[src/seq_regs.vh]
// Register offsets, field positions, reset values and opcodes of the sequencer.
`ifndef SEQ_REGS_VH
`define SEQ_REGS_VH
// ----------------------------------------------------------------------------
// APB register offsets
// ----------------------------------------------------------------------------
`define PCL_OFS      12'h000
`define CTRL_OFS     12'h004
`define STAT_OFS     12'h008
`define ACC_OFS      12'h00c
// ----------------------------------------------------------------------------
// Field positions
// ----------------------------------------------------------------------------
`define CTRL_GIE     0
`define CTRL_BANK    1
`define ST_C         0
`define ST_AC        1
`define ST_Z         2
`define ST_OV        3
`define ST_FULL      4
`define ST_OVF       5
// ----------------------------------------------------------------------------
// Reset values and interrupt vector
// ----------------------------------------------------------------------------
`define PC_RST       13'h0000
`define GIE_RST      1'h0
`define BANK_RST     1'h0
`define IRQ_VEC      13'h0004
// ----------------------------------------------------------------------------
// Operation codes, instruction bits [14:10]
// ----------------------------------------------------------------------------
`define OP_NOP  5'h00
`define OP_ADD  5'h01
`define OP_ADC  5'h02
`define OP_SUB  5'h03
`define OP_SBC  5'h04
`define OP_DAA  5'h05
`define OP_AND  5'h06
`define OP_OR   5'h07
`define OP_XOR  5'h08
`define OP_CPL  5'h09
`define OP_RR   5'h0a
`define OP_RRC  5'h0b
`define OP_RL   5'h0c
`define OP_RLC  5'h0d
`define OP_INC  5'h0e
`define OP_DEC  5'h0f
`define OP_SZ   5'h10
`define OP_SNZ  5'h11
`define OP_SIZ  5'h12
`define OP_SDZ  5'h13
`define OP_RET  5'h14
`define OP_INTERRUPT_RETURN 5'h15
`define OP_MOV  5'h16
`endif

[src/program_sequencer_stack.v]
// Four-phase instruction sequencer with return stack, ALU and APB registers.
// Instruction word: [15:14]=11 jump (bit13=0) or call (bit13=1) to [12:0];
// otherwise bit15 marks the extended form, [14:10] opcode, [9] memory
// destination, [8] immediate operand, [7:0] data address or immediate.
`include "seq_regs.vh"
module program_sequencer_stack #(
  parameter STACK_AW = 3
) (
  // Clock and reset.
  input  wire        i_sys_clk,
  input  wire        i_sys_rst,
  // APB slave.
  input  wire        psel,
  input  wire        penable,
  input  wire        pwrite,
  input  wire [11:0] paddr,
  input  wire [31:0] pwdata,
  output reg  [31:0] prdata,
  output wire        pready,
  output wire        pslverr,
  // Program memory fetch port, data valid one cycle after the request.
  output reg         o_fetch_req,
  output wire [13:0] o_fetch_addr,
  input  wire [15:0] i_fetch_data,
  // Data memory port, read data valid one cycle after the strobe.
  output reg         o_dmem_rd,
  output reg         o_dmem_we,
  output reg  [7:0]  o_dmem_addr,
  output reg  [7:0]  o_dmem_wdata,
  input  wire [7:0]  i_dmem_rdata,
  // Interrupt request from on-chip logic and its acknowledge.
  input  wire        i_irq_req,
  output reg         o_irq_ack,
  // Phase indicator, one-hot, bit 0 is phase one.
  output reg  [3:0]  o_cycle_phases
);

  localparam DEPTH = 1 << STACK_AW;

  // ---------------------------------------------------------------------------
  // State
  // ---------------------------------------------------------------------------
  reg [12:0]         pc_reg;
  reg [15:0]         fetch_buf_reg;
  reg [15:0]         ir_reg;
  reg                ir_valid_reg;
  reg                ext_done_reg;
  reg                stall_reg;
  reg [7:0]          acc_reg;
  reg [7:0]          opnd_reg;
  reg [3:0]          flags_reg;
  reg                gie_reg;
  reg                prog_bank_select_bit;
  reg                irq_pend_reg;
  reg                ovf_reg;
  reg                pcl_wr_pend_reg;
  reg [7:0]          pcl_wr_data_reg;
  reg [13:0]         stack_mem [0:DEPTH-1];
  reg [STACK_AW-1:0] top_reg;
  reg [STACK_AW:0]   sp_reg;

  wire stack_full = (sp_reg == {1'b1, {STACK_AW{1'b0}}});
  wire t1 = o_cycle_phases[0];
  wire t2 = o_cycle_phases[1];
  wire t3 = o_cycle_phases[2];
  wire t4 = o_cycle_phases[3];

  assign o_fetch_addr = {prog_bank_select_bit, pc_reg};

  // ---------------------------------------------------------------------------
  // APB slave
  // ---------------------------------------------------------------------------
  // Zero wait states keep the register path out of the phase timing.
  wire apb_wr = psel & penable & pwrite;
  wire hit_pcl  = (paddr == `PCL_OFS);
  wire hit_ctrl = (paddr == `CTRL_OFS);
  wire hit_stat = (paddr == `STAT_OFS);
  wire hit_acc  = (paddr == `ACC_OFS);
  wire hit_any  = hit_pcl | hit_ctrl | hit_stat | hit_acc;
  assign pready  = 1'b1;
  assign pslverr = psel & penable & ~hit_any;

  // Caught at setup, held through access; the stack stays hidden.
  always @(posedge i_sys_clk) begin
    if (psel && !penable) begin
      prdata <= 32'h0000_0000;
      if (hit_pcl)
        prdata[7:0] <= pc_reg[7:0];
      if (hit_ctrl) begin
        prdata[`CTRL_GIE]  <= gie_reg;
        prdata[`CTRL_BANK] <= prog_bank_select_bit;
      end
      if (hit_stat) begin
        prdata[3:0]      <= flags_reg;
        prdata[`ST_FULL] <= stack_full;
        prdata[`ST_OVF]  <= ovf_reg;
      end
      if (hit_acc)
        prdata[7:0] <= acc_reg;
    end
  end

  // ---------------------------------------------------------------------------
  // Decode
  // ---------------------------------------------------------------------------
  wire       is_jc   = (ir_reg[15:14] == 2'b11);
  wire       is_call = is_jc & ir_reg[13];
  wire       is_ext  = ir_reg[15] & ~is_jc;
  wire [4:0] op      = ir_reg[14:10];
  wire       to_mem  = ir_reg[9];
  wire       use_imm = ir_reg[8];
  wire [7:0] b_val   = use_imm ? ir_reg[7:0] : opnd_reg;
  // Extended forms spend their first cycle as a stall.
  wire       exec    = ir_valid_reg & (~is_ext | ext_done_reg);

  // ---------------------------------------------------------------------------
  // ALU
  // ---------------------------------------------------------------------------
  reg [8:0] sum;
  reg [7:0] res;
  reg [3:0] flg;
  reg       wr_res;
  reg       skip;
  reg       ovr;
  // Eight-bit datapath; Z follows the result of every operation except moves, rotates, SZ, SNZ, NOP and the two returns.
  always @* begin
    sum    = 9'h000;
    res    = acc_reg;
    flg    = flags_reg;
    wr_res = 1'b1;
    skip   = 1'b0;
    ovr    = 1'b0;
    case (op)
      `OP_ADD, `OP_ADC: begin
        sum = {1'b0, acc_reg} + {1'b0, b_val}
              + {8'h00, op == `OP_ADC && flags_reg[`ST_C]};
        res = sum[7:0];
        flg[`ST_C]  = sum[8];
        flg[`ST_AC] = ({1'b0, acc_reg[3:0]} + {1'b0, b_val[3:0]}
                       + {4'h0, op == `OP_ADC && flags_reg[`ST_C]}) > 5'h0f;
        ovr = (acc_reg[7] == b_val[7]) && (res[7] != acc_reg[7]);
      end
      `OP_SUB, `OP_SBC: begin
        // Carry set means no borrow.
        sum = {1'b0, acc_reg} - {1'b0, b_val}
              - {8'h00, op == `OP_SBC && !flags_reg[`ST_C]};
        res = sum[7:0];
        flg[`ST_C]  = ~sum[8];
        flg[`ST_AC] = acc_reg[3:0] >= b_val[3:0];
        ovr = (acc_reg[7] != b_val[7]) && (res[7] != acc_reg[7]);
      end
      `OP_DAA: begin
        sum = {1'b0, acc_reg};
        if (acc_reg[3:0] > 4'h9 || flags_reg[`ST_AC])
          sum = sum + 9'h006;
        if (sum[7:4] > 4'h9 || flags_reg[`ST_C] || sum[8])
          sum = sum + 9'h060;
        res = sum[7:0];
        flg[`ST_C] = sum[8] | flags_reg[`ST_C];
      end
      `OP_AND: res = acc_reg & b_val;
      `OP_OR:  res = acc_reg | b_val;
      `OP_XOR: res = acc_reg ^ b_val;
      `OP_CPL: res = ~b_val;
      `OP_RR:  res = {b_val[0], b_val[7:1]};
      `OP_RL:  res = {b_val[6:0], b_val[7]};
      `OP_RRC: begin
        res = {flags_reg[`ST_C], b_val[7:1]};
        flg[`ST_C] = b_val[0];
      end
      `OP_RLC: begin
        res = {b_val[6:0], flags_reg[`ST_C]};
        flg[`ST_C] = b_val[7];
      end
      `OP_INC, `OP_SIZ: res = b_val + 8'h01;
      `OP_DEC, `OP_SDZ: res = b_val - 8'h01;
      `OP_SZ, `OP_SNZ: begin
        res    = b_val;
        wr_res = 1'b0;
      end
      `OP_MOV: res = to_mem ? acc_reg : b_val;
      default: wr_res = 1'b0;
    endcase
    // Skip decisions look at the fresh result.
    case (op)
      `OP_SZ, `OP_SIZ, `OP_SDZ: skip = (res == 8'h00);
      `OP_SNZ:                  skip = (res != 8'h00);
      default:                  skip = 1'b0;
    endcase
    if (wr_res && op != `OP_MOV && op != `OP_RRC && op != `OP_RLC
        && op != `OP_RR && op != `OP_RL)
      flg[`ST_Z] = (res == 8'h00);
    if (op == `OP_ADD || op == `OP_ADC || op == `OP_SUB || op == `OP_SBC)
      flg[`ST_OV] = ovr;
  end

  // ---------------------------------------------------------------------------
  // Flow control decision at the end of phase four
  // ---------------------------------------------------------------------------
  wire hold_ext = ir_valid_reg & is_ext & ~ext_done_reg;
  wire do_ret  = exec & ~is_jc & ((op == `OP_RET) | (op == `OP_INTERRUPT_RETURN));
  wire do_jmp  = exec & is_jc;
  wire do_skip = exec & ~is_jc & skip;
  // Low byte writes and interrupts wait out an extended stall, which
  // would otherwise replay a stale prefetch; one redirect at a time.
  wire do_pcl  = pcl_wr_pend_reg & ~do_jmp & ~do_ret & ~do_skip & ~hold_ext;
  wire can_irq = ~do_jmp & ~do_ret & ~do_skip & ~do_pcl & ~hold_ext;
  wire take_irq = can_irq & irq_pend_reg & gie_reg & ~stack_full;
  wire [STACK_AW-1:0] top_dec = top_reg - {{(STACK_AW-1){1'b0}}, 1'b1};
  wire [13:0] pop_val = stack_mem[top_dec];
  // Address of the prefetched instruction that an interrupt discards.
  wire [12:0] pc_back = pc_reg - 13'h0001;

  // ---------------------------------------------------------------------------
  // Phase generator
  // ---------------------------------------------------------------------------
  // One-hot rotation keeps the phases non-overlapping by construction.
  always @(posedge i_sys_clk) begin
    if (i_sys_rst)
      o_cycle_phases <= 4'h1;
    else
      o_cycle_phases <= {o_cycle_phases[2:0], o_cycle_phases[3]};
  end

  // ---------------------------------------------------------------------------
  // Fetch, counter and pipeline registers
  // ---------------------------------------------------------------------------
  always @(posedge i_sys_clk) begin
    if (i_sys_rst) begin
      pc_reg        <= `PC_RST;
      fetch_buf_reg <= 16'h0000;
      ir_reg        <= 16'h0000;
      ir_valid_reg  <= 1'b0;
      ext_done_reg  <= 1'b0;
      stall_reg     <= 1'b0;
      o_fetch_req   <= 1'b1;
      o_irq_ack     <= 1'b0;
    end else begin
      o_irq_ack <= 1'b0;
      if (t1) begin
        o_fetch_req <= 1'b0;
        if (!stall_reg)
          pc_reg <= pc_reg + 13'h0001;
      end
      // Fetch data arrives in phase two, while execution runs on.
      if (t2 && !stall_reg)
        fetch_buf_reg <= i_fetch_data;
      if (t4) begin
        stall_reg    <= hold_ext;
        o_fetch_req  <= ~hold_ext;
        ext_done_reg <= hold_ext;
        if (!hold_ext) begin
          ir_reg       <= fetch_buf_reg;
          ir_valid_reg <= 1'b1;
        end
        if (do_jmp) begin
          pc_reg       <= ir_reg[12:0];
          ir_valid_reg <= 1'b0;
        end else if (do_ret) begin
          pc_reg       <= pop_val[12:0];
          ir_valid_reg <= 1'b0;
        end else if (do_skip) begin
          ir_valid_reg <= 1'b0;
        end else if (do_pcl) begin
          pc_reg       <= {pc_reg[12:8], pcl_wr_data_reg};
          ir_valid_reg <= 1'b0;
        end else if (take_irq) begin
          pc_reg       <= `IRQ_VEC;
          ir_valid_reg <= 1'b0;
          o_irq_ack    <= 1'b1;
        end
      end
    end
  end

  // ---------------------------------------------------------------------------
  // Return stack
  // ---------------------------------------------------------------------------
  // A circular store lets an overflowing call overwrite the oldest entry.
  always @(posedge i_sys_clk) begin
    if (i_sys_rst) begin
      top_reg <= {STACK_AW{1'b0}};
      sp_reg  <= {(STACK_AW+1){1'b0}};
      ovf_reg <= 1'b0;
    end else begin
      if (apb_wr && hit_stat && pwdata[`ST_OVF])
        ovf_reg <= 1'b0;
      if (t4 && (do_jmp && is_call || take_irq)) begin
        stack_mem[top_reg] <= {prog_bank_select_bit, pc_back};
        top_reg <= top_reg + {{(STACK_AW-1){1'b0}}, 1'b1};
        if (stack_full)
          ovf_reg <= 1'b1;
        else
          sp_reg <= sp_reg + {{STACK_AW{1'b0}}, 1'b1};
      end else if (t4 && do_ret) begin
        top_reg <= top_dec;
        if (sp_reg != {(STACK_AW+1){1'b0}})
          sp_reg <= sp_reg - {{STACK_AW{1'b0}}, 1'b1};
      end
    end
  end

  // ---------------------------------------------------------------------------
  // Data memory access and write-back
  // ---------------------------------------------------------------------------
  // Phase two reads the operand, phase three captures it, phase four commits.
  always @(posedge i_sys_clk) begin
    if (i_sys_rst) begin
      o_dmem_rd    <= 1'b0;
      o_dmem_we    <= 1'b0;
      o_dmem_addr  <= 8'h00;
      o_dmem_wdata <= 8'h00;
      opnd_reg     <= 8'h00;
      acc_reg      <= 8'h00;
      flags_reg    <= 4'h0;
    end else begin
      o_dmem_we <= 1'b0;
      o_dmem_rd <= t1 & ir_valid_reg & ~is_jc & ~use_imm;
      if (t1)
        o_dmem_addr <= ir_reg[7:0];
      if (t3)
        opnd_reg <= i_dmem_rdata;
      if (t4 && exec && !is_jc) begin
        flags_reg <= flg;
        if (wr_res) begin
          if (to_mem) begin
            o_dmem_we    <= 1'b1;
            o_dmem_wdata <= res;
          end else begin
            acc_reg <= res;
          end
        end
      end
    end
  end

  // ---------------------------------------------------------------------------
  // Control register, low byte write and interrupt latch
  // ---------------------------------------------------------------------------
  always @(posedge i_sys_clk) begin
    if (i_sys_rst) begin
      gie_reg              <= `GIE_RST;
      prog_bank_select_bit <= `BANK_RST;
      irq_pend_reg         <= 1'b0;
      pcl_wr_pend_reg      <= 1'b0;
      pcl_wr_data_reg      <= 8'h00;
    end else begin
      if (apb_wr && hit_ctrl) begin
        gie_reg              <= pwdata[`CTRL_GIE];
        prog_bank_select_bit <= pwdata[`CTRL_BANK];
      end
      // The write is held until the next phase four redirect slot.
      if (apb_wr && hit_pcl) begin
        pcl_wr_pend_reg <= 1'b1;
        pcl_wr_data_reg <= pwdata[7:0];
      end else if (t4 && do_pcl) begin
        pcl_wr_pend_reg <= 1'b0;
      end
      // Acknowledge masks further interrupts; interrupt return reopens.
      if (t4 && take_irq)
        gie_reg <= 1'b0;
      else if (t4 && do_ret && op == `OP_INTERRUPT_RETURN)
        gie_reg <= 1'b1;
      if (t4 && do_ret)
        prog_bank_select_bit <= pop_val[13];
      // A new request in the acknowledge cycle stays latched.
      if (i_irq_req)
        irq_pend_reg <= 1'b1;
      else if (t4 && take_irq)
        irq_pend_reg <= 1'b0;
    end
  end

endmodule

[config.mk]
export PLATFORM = sky130hd
export DESIGN_NAME = program_sequencer_stack
export DESIGN_NICKNAME = d
export VERILOG_FILES = /design/src/program_sequencer_stack.v
export VERILOG_INCLUDE_DIRS = /design/src /design/src/src
export SDC_FILE = /design/constraint.sdc
export NUM_CORES = 1
export LEC_CHECK = 0
export ABC_CLOCK_PERIOD_IN_PS = 17100
export BUFFER_PORTS_ARGS = -buffer_cell sky130_fd_sc_hd__buf_2
export CAP_MARGIN = 15
export CORE_MARGIN = 2
export CORE_UTILIZATION = 64
export DETAILED_ROUTE_END_ITERATION = 6
export PLACE_DENSITY = 0.86
export SETUP_SLACK_MARGIN = 0.4
export SLEW_MARGIN = 20
export SYNTH_ARGS = -nofsm -noshare
export SYNTH_HDL_FRONTEND = slang
export SYNTH_SLANG_ARGS = --single-unit
[constraint.sdc]
create_clock -name i_sys_clk -period 17.1 [get_ports i_sys_clk]
set_input_delay 0 -clock i_sys_clk [delete_from_list [all_inputs] [get_ports i_sys_clk]]
set_output_delay 0 -clock i_sys_clk [all_outputs]
set_load 0.05 [all_outputs]
Word level (Yosys, flattened, before mapping)

Memory sizes are Yosys's and may differ from the RTL's.
Cells that the tools add are included.

Add/sub/neg operators: 16
Magnitude comparators: 4
Equality and inequality tests: 39
Muxes and demuxes: 54
Bitwise logic cells: 52
Reduce and logical (&&, ||, !) cells: 66

Operator list:

| operator                                             | count |
|---|---|
| case mux 8 bit (15 select lines)                     | 1 |
| 2-to-1 mux 13 bit                                    | 8 |
| equality test 5 x 4 -> 1 bit, second input constant  | 8 |
| 2-to-1 mux 9 bit                                     | 4 |
| equality test 5 bit, second input constant           | 7 |
| 2-to-1 mux 8 bit                                     | 4 |
| AND 1 bit                                            | 26 |
| 2-to-1 mux 1 bit                                     | 25 |
| equality test 12 x 4 -> 1 bit, second input constant | 2 |
| logical AND 1 bit                                    | 23 |
| equality test 5 x 3 -> 1 bit, second input constant  | 4 |
| != test 5 x 4 -> 1 bit, second input constant        | 4 |
| OR reduction 18 bit                                  | 1 |
| 2-to-1 mux 4 bit                                     | 4 |
| NOT 1 bit                                            | 16 |
| nonzero test 2 bit                                   | 8 |
| adder 13 x 1 -> 13 bit, second input constant        | 1 |
| subtractor 13 x 1 -> 13 bit, second input constant   | 1 |
| equality test 12 x 3 -> 1 bit, second input constant | 1 |
| zero test 12 bit                                     | 1 |
| AND reduction 2 bit                                  | 6 |
| OR reduction 2 bit                                   | 6 |
| equality test 5 x 2 -> 1 bit, second input constant  | 2 |
| != test 5 bit, second input constant                 | 2 |
| other kinds (43)                                     | 66 |

Register bits: 119
Bits in writable memories: 112
Input bits: 74
Output and inout bits: 72
Word-level logic and storage cells: 260
Memories kept: 1

Memory list:

| memory    | depth | width | rd ports | clocked after Yosys merged registers in | wr ports | RTL line                     | source |
|---|---|---|---|---|---|---|---|
| stack_mem | 8     | 14    | 1        | 0                                       | 1        | program_sequencer_stack.v:58 | `reg [13:0] stack_mem [0:DEPTH-1];` |

Depth between registers and ports, before layout

Gate-level depths: netlist of run 1.

Word-level depth: 28
Gate-level depth with buffers: 23

Least setup slack after synthesis of run 1

Ideal clock, no wire load.

Path kind: register to register
From: register ir_reg[11]
To: memory stack_mem[1][0] (enable)
Data arrival time: 5,574 ps
Path slack: 11,123 ps
Stages on the path, launching flop included: 18
Path buffers: 4
Clock period less this slack: 5,977 ps
Cells stage by stage: dfxtp_1 > buf_2 > buf_4 > buf_4 > clkbuf_1 > or4_1 > fa_1 > ha_1 > or4_1 > o22a_1 > a31oi_4 > xor2_2 > o2111ai_2 > o32ai_4 > a41oi_4 > nor3_2 > o21ai_0 > nor3_1

Cells in the longest elaborated chain, start to end: 21
Elaborated cells between the ends (all ways): 57

Ends and longest elaborated chain:

| item                                                                         | RTL line                                                     | source |
|---|---|---|
| start: declaration                                                           | program_sequencer_stack.v:45                                 | `reg [15:0] ir_reg;` |
| start signal: assignment                                                     | program_sequencer_stack.v:253                                | `ir_reg <= fetch_buf_reg;` |
| equality test 5 x 3 -> 1 bit or equality test 5 x 2 -> 1 bit (tied branches) | --                                                           |  |
| logical AND 1 bit (on tied branches)                                         | program_sequencer_stack.v:146, program_sequencer_stack.v:136 |  |
| subtractor 9 x 1 -> 9 bit or adder 9 x 1 -> 9 bit (tied branches)            | program_sequencer_stack.v:145, program_sequencer_stack.v:135 |  |
| case mux 8 bit (15 select lines)                                             | program_sequencer_stack.v:133                                | `case (op)` |
| nonzero test 8 bit or zero test 8 bit (tied branches)                        | program_sequencer_stack.v:187, program_sequencer_stack.v:186 |  |
| case mux 1 bit (2 select lines)                                              | program_sequencer_stack.v:185                                | `case (op)` |
| AND 1 bit                                                                    | program_sequencer_stack.v:203                                | `wire do_skip = exec & ~is_jc & skip;` |
| NOT 1 bit                                                                    | program_sequencer_stack.v:206, program_sequencer_stack.v:207 |  |
| AND 1 bit (2 in a row)                                                       | program_sequencer_stack.v:206                                | `wire do_pcl = pcl_wr_pend_reg & ~do_jmp & ~do_ret & ~do_skip & ~hold_ext;` |
| NOT 1 bit                                                                    | program_sequencer_stack.v:207                                | `wire can_irq = ~do_jmp & ~do_ret & ~do_skip & ~do_pcl & ~hold_ext;` |
| AND 1 bit * (2 in a row)                                                     | program_sequencer_stack.v:207                                |  |
| AND 1 bit * (3 in a row)                                                     | program_sequencer_stack.v:208                                | `wire take_irq = can_irq & irq_pend_reg & gie_reg & ~stack_full;` |
| logical OR 1 bit *                                                           | program_sequencer_stack.v:288                                | `if (t4 && (do_jmp && is_call \|\| take_irq)) begin` |
| logical AND 1 bit *                                                          | program_sequencer_stack.v:288                                |  |
| 2-to-1 mux 1 bit *                                                           | program_sequencer_stack.v:288                                |  |
| 2-to-1 mux 1 bit *                                                           | program_sequencer_stack.v:281                                | `if (i_sys_rst) begin` |
| 2-to-1 mux 1 bit (implied by the code) *                                     | program_sequencer_stack.v:289                                | `stack_mem[top_reg] <= {prog_bank_select_bit, pc_back};` |
| end: declaration                                                             | program_sequencer_stack.v:58                                 |  |

Mark *: on every way between the ends. The rest lies on a longest branch, timed or not.

Worst setup path in the final report of run 1

From: register ir_reg[14]
To: memory stack_mem[3][2] (enable)

Cells in the longest elaborated chain, start to end: 23
Elaborated cells between the ends (all ways): 72

Ends and longest elaborated chain:

| item                                                               | RTL line |
|---|---|
| branches (longest 18 deep; another with subtractor 9 x 1 -> 9 bit) | -- |
| logical OR 1 bit *                                                 | program_sequencer_stack.v:288 |
| logical AND 1 bit *                                                | program_sequencer_stack.v:288 |
| 2-to-1 mux 1 bit *                                                 | program_sequencer_stack.v:288 |
| 2-to-1 mux 1 bit *                                                 | program_sequencer_stack.v:281 |
| 2-to-1 mux 1 bit (implied by the code) *                           | program_sequencer_stack.v:289 |

Mark *: on every way between the ends.

==> results.toml, run 1 <==
[layout]
antenna_cells = 0
instances_no_fill = 1674
drive_above_1_share = 0.160
area_growth_pct = 13.4
final_common_cell = "edfxtp_1"
layout.nets = 1516
final_cell_mix = "edfxtp_1 (120), nor2_1 (119), nand2_1 (113)"
fill_cells = 1358
largest_register_ffs = 112

[die]
io_pins = 146
die_w_um = 147
die-area_um2 = 21500
rows = 52
die_y_um = 147
initial_core_util = 0.648
core_area_um2 = 20100

[timing]
maxSlewViolCount = 0
finalSetupViolCount = 0
max-slew-margin-rel = 0.240
final.setup.tns_ns = 0
fin_crit_sh = 0.392
fmax_ghz = 0.149
fin_worst_skew_ns = 0.0337
hold_viol_final = 0
grt_setup_unrepaired = "no"
tightest_slew_ns = 1.13
finalCriticalPeriod_ns = 6.71

[synthesis]
synth_async_sr_flop_share = 0
netlist_instances = 1287
avgSynthCellArea_um2 = 10.1
yosysWarnings = 0
ys.flop_type = "edfxtp_1"
syn-cell-area_um2 = 13000
synth-edff-count = 120
synth_cell_types = 85
ys_seq_area_frac = 0.447
ys_ff_latch = 231

[clocking]
postCtsSetupBuffers = 0
htreeDepth = 1
post_cts_resized = 0
clock_path_buffers = 3
clk_latency_ns = 0.54
path_clk_slew_ns = 0.06
cts-root-buf = "clkbuf_16"
cts_num_sinks = 231
cts_tree = "built"
cts_buffers = 24

[worst_setup_path]
critical_path_class = "flip-flop to flip-flop"
path_depth = 15
r2r_end = "stack_mem[3][2]"
critPathLaunch = "ir_reg[14]"
critPathSlowestCell = "nor2_2"
cp.required_ns = 17.24
cp_top_family = "simple AND/OR/NAND/NOR gates"
reg2reg_slack_ns = 10.39
cp_max_fo = 26
r2r_cells = 15
setup.worst_path.start_class = "flip-flop"
cp_num_buf_inv = 1
timing.rr.start = "ir_reg[14]"
slowest_delay_ns = 0.92
cp-end-kind = "flip-flop"
path_cells = "buf_4, nor3b_1, o21a_1, and2_1, ha_1, a211oi_1, o21bai_1, a21oi_1, xnor2_1, nand2_1, a31oi_1, o41ai_2, nor3_2, o21ai_0, nor2_2"
endpoint = "stack_mem[3][2]"
worst_ep_arrival_time_ns = 6.85

[power]
combPwrFrac = 0.096
power.share.sequential = 0.505
p_leak_nw = 5.45
p_sw_frac = 0.255
p_per_area_nw_per_um2 = 81.9
pwr-share-clk = 0.398
p_sw_mw = 0.309
internal-power_mw = 0.901
ir_worst_vdd_mv = 0.0795

[placed_design]
dp_hpwl_um = 24400
io_buffers = 96
place_congestion = 1.03
placedCellCount = 1585

[routing]
via_count = 10900
dr.pass1.iters = 7
ant_nets = 0
drc_errors = 0
finalWirelength_um = 37200
drt_iter0_markers = 1297
post_drt_wl_per_cell_um = 22.2
vias_per_cell = 6.53

[job]
max_cap_viol_count = 0

[grt]
grtUsageTotal = 0.340
antenna_found_initial = 1
grt_pass1_wl_um = 57100
grt_max_degree = 68
grt_pass1_vias = 10300
overflow = 0

[outcome]
status = "finished, final reports clean"

[worst_hold_path]
hold_path.class = "primary input to flip-flop"
[cell usage after synthesis, types with 5 or more instances]
cell type	n	area [µm²]
nor2_1	123	462
edfxtp_1	120	3600
nand2_1	113	424
dfxtp_1	111	2220
a21oi_1	93	465
clkbuf_1	60	225
mux2i_1	57	571
ha_1	51	638
inv_1	44	165
o21ai_0	42	210
mux4_2	30	676
buf_4	29	218
a211oi_1	27	203
nor3_1	25	125
nand3_1	23	115
xor2_1	23	201
xnor2_1	22	193
nor2b_1	18	113
and3_1	14	87.6
nor4_1	14	87.6
o211ai_1	13	97.6
o22ai_1	13	81.3
buf_2	12	60.1
nor3b_1	12	90.1
nand4_1	11	68.8
o21a_1	11	82.6
nand2b_1	9	56.3
a221oi_1	8	70.1
a22oi_1	8	60.1
o31ai_1	8	60.1
a21o_1	7	52.6
a31oi_1	7	43.8
buf_1	7	26.3
o2111ai_1	7	61.3
mux2_2	6	67.6
or2_2	6	37.5
or4_1	6	45.0
and2_1	5	31.3
fa_1	5	100
nand3b_1	5	37.5
or3_1	5	31.3
[cell families after synthesis]
logic type	count (synthesis)	synth area share
and+or+nand+nor	416	0.158
AOI/OAI and AO/OA	286	0.148
DFF	231	0.447
buffers and inverters	156	0.0562
muxes	94	0.102
adders and majority gates	56	0.0566
xor gates and xnor gates	46	0.0315
other	2	0.000576
[power by group through the flow]
stage / Combinational, mW / Clock [mW] / Sequential (mW)
3_3_place_gp: 0.103 / 0 / 0.623
4_1_cts: 0.114 / 0.482 / 0.611
2_1_floorplan: 0.0765 / 0 / 0.627
6_report: 0.117 / 0.482 / 0.612
3_5_place_dp: 0.107 / 0 / 0.623
5_1_grt: 0.125 / 0.504 / 0.612
[worst register-to-register path, delay by kind of cell, from the launching register on]
family                   cells  cell delay, ns
AO/OA/AOI/OAI                7            2.47
XOR/XNOR                     1            0.15
adder cells (fa/ha/maj)      1            0.36
buffers and inverters        1            0.33
flip-flops                   1            0.54
AND/OR/NAND/NOR              5            2.46
[per-stage QoR]
step | hold slack, ns | util | total power, mW | setup WS [ns] | cell area, µm²
after floorplan | 0.0796 | - | 0.704 | 11.12 | 13100
after global placement | 0.240 | 0.676 | 0.726 | 10.84 | 13600
after detailed placement | 0.246 | 0.676 | 0.730 | 10.71 | 13600
after CTS | 0.0145 | 0.735 | 1.21 | 10.62 | 14800
after global routing | 0.0371 | 0.735 | 1.24 | 10.00 | 14800
final | 0.0124 | 0.735 | 1.21 | 10.39 | 14800
[cell type report]
type                    count  area [µm²]  share of cell area
multi-input cells         923        6630               0.449
flip-flops and latches    231        5830               0.394
repair buffers            162        1090              0.0738
clock buffers              30         623              0.0422
well taps                 270         338              0.0229
inverters                  44         165              0.0112
clock inverters            14         105             0.00711
[worst min path at each step]
stage                    start                 to  slack, ns  cells past startpoint
3_3_place_gp   i_dmem_rdata[0]        opnd_reg[0]       0.24                      3
5_1_grt                   psel          prdata[2]       0.04                      2
4_1_cts                   psel          prdata[5]       0.01                      2
2_1_floorplan        i_sys_rst  o_cycle_phases[1]       0.08                      1
6_report                  psel          prdata[5]       0.01                      2
3_5_place_dp   i_dmem_rdata[3]        opnd_reg[3]       0.25                      3
[per-layer routing]
layer / wire length [µm] / global-route usage / up-vias / part of all wire
li1: - / - / 4880 / -
met1: 14500 / 0.470 / 5129 / 0.39
met2: 16800 / 0.538 / 769 / 0.45
met3: 4380 / 0.0590 / 146 / 0.12
met4: 1510 / 0.135 / 2 / 0.041
met5: 13 / 0 / - / 0.00035
[what timing repair did]
item                       4_1_cts  5_1_grt
hold endpoints to repair        56        0
hold buffers                    45        0
setup endpoints to repair        0        0
(Power assumes the default switching activity.)
==> run 2, diff against run 1 <==
ABC_CLOCK_PERIOD_IN_PS = 6800   (was 17100)
CORE_UTILIZATION = 59   (was 64)
PLACE_DENSITY = 0.8   (was 0.86)
clock period = 6.8 ns   (was 17.1 ns; I/O delays follow)
==> results.toml, run 2 (same netlist as run 1, synthesis figures left out) <==
[timing]
fin_ws_ns = 0.922
max-slew-margin-rel = 0.238
tightest_slew_ns = 1.14
fin_worst_skew_ns = 0.0334
whs_ns = 0.0155
grt_setup_unrepaired = "no"
finalCriticalPeriod_ns = 5.88
fin_crit_sh = 0.864
final.setup.tns_ns = 0
fmax_ghz = 0.170
finalSetupViolCount = 0
maxSlewViolCount = 0
hold_viol_final = 0

[die]
die-area_um2 = 23300
die_w_um = 153
core_area_um2 = 21800
initial_core_util = 0.599
die_y_um = 153
io_pins = 146
rows = 54

[layout]
layout.nets = 1527
instances_no_fill = 1696
largest_register_ffs = 112
drive_above_1_share = 0.164
final_common_cell = "nor2_1"
area_growth_pct = 14.0
final_area_um2 = 14900
final_cell_mix = "nor2_1 (123), edfxtp_1 (120), nand2_1 (113)"
final_util = 0.683

[clocking]
path_clk_slew_ns = 0.06
htreeDepth = 1
clock_path_buffers = 3
cts_num_sinks = 231
cts-root-buf = "clkbuf_16"
clk_latency_ns = 0.53
post_cts_resized = 0
cts_buffers = 24
cts_tree = "built"
postCtsSetupBuffers = 0

[placed_design]
placedCellCount = 1608
dp_hpwl_um = 24900
placed_cell_area_um2 = 13700
place_ws_ns = 1.00
place_congestion = 0.954
io_buffers = 96

[worst_setup_path]
cp.required_ns = 7.22
r2r_cells = 18
worst_ep_arrival_time_ns = 6.30
path_depth = 18
path_cells = "or3b_1, or4_1, fa_1, fa_1, o21a_1, nor2_1, xor2_1, o21ai_0, nor4_1, nand4b_1, o41ai_2, nor3_2, buf_4, nor2_1, ha_1, a31oi_1, a2bb2oi_1, mux2_2"
cp_num_buf_inv = 1
reg2reg_slack_ns = 0.92
critPathSlowestCell = "nor4_1"
cp_max_fo = 10
setup.worst_path.start_class = "flip-flop"
critical_path_class = "flip-flop to flip-flop"
cp_top_family = "simple AND/OR/NAND/NOR gates"
cp-end-kind = "flip-flop"
slowest_delay_ns = 0.75

[routing]
via_count = 10800
dr.pass1.iters = 5
post_drt_wl_per_cell_um = 21.9
finalWirelength_um = 37100
ant_nets = 0
vias_per_cell = 6.36
drt_iter0_markers = 1094
drc_errors = 0

[power]
ir_worst_vdd_mv = 0.223
power.total_mw = 3.06
p_leak_nw = 5.53
p_per_area_nw_per_um2 = 206

[grt]
overflow = 0
grt_pass1_wl_um = 57400
grtUsageTotal = 0.309
antenna_found_initial = 1
grt_max_degree = 97
grt_pass1_vias = 10300

[job]
max_cap_viol_count = 0

[outcome]
status = "finished, final reports clean"

[worst_hold_path]
hold_path.class = "primary input to flip-flop"
hold_path_depth = 2
==> run 2: changes by cell type in the layout (fill, tap and decap cells not counted), sizes merged <==
cell,delta
clkbuf,+3
clkinv,+1
buf,+13
dlygate4sd3,-2
diode,+1
clkinvlp,-4
==> run 2: worst reg2reg max path, stage by stage, from the launching register on <==
cell and delay [ns]:
dfxtp_1 0.31, or3b_1 0.49, or4_1 0.47, fa_1 0.43, fa_1 0.45, o21a_1 0.22, nor2_1 0.11, xor2_1 0.18
o21ai_0 0.09, nor4_1 0.75, nand4b_1 0.25, o41ai_2 0.52, nor3_2 0.06, buf_4 0.18, nor2_1 0.23, ha_1 0.32
a31oi_1 0.18, a2bb2oi_1 0.21, mux2_2 0.35
==> run 2: timing repair <==
item,CTS,global route
hold endpoints to repair,53,0
endpoints found under the setup margin,0,0
hold buffers,43,0
==> run 2: path summary, 6_finish.rpt <==
path / from / end
worst min-delay path: psel / prdata[2]
worst max register to register: ir_reg[13] / sp_reg[3]
worst max-delay path: ir_reg[13] / sp_reg[3]
worst min register to register: fetch_buf_reg[2] / ir_reg[2]
==> run 2: layer usage <==
layer / track usage / wire (µm) / share of wire
met1: 0.416 / 14800 / 0.40
met2: 0.498 / 17400 / 0.47
met3: 0.0472 / 3160 / 0.085
met4: 0.140 / 1720 / 0.046
met5: 0 / 0 / 0
==> run 2: power by group <==
| group | switching (mW) | internal (mW) |
|---|---|---|
| registers | 0.0202 | 1.52 |
| clock network | 0.543 | 0.690 |
| logic | 0.201 | 0.0903 |
| total | 0.764 | 2.30 |
==> run 2: final cells by class <==
cell class | count | area, µm²
sequential | 231 | 5830
antenna | 1 | 2.50
inverter | 44 | 165
timing repair buffer | 173 | 1170
fill | 1623 | 6900
clock buffer | 33 | 664
multi-input combinational | 923 | 6600
tap | 280 | 350
clock inverter | 11 | 78.8
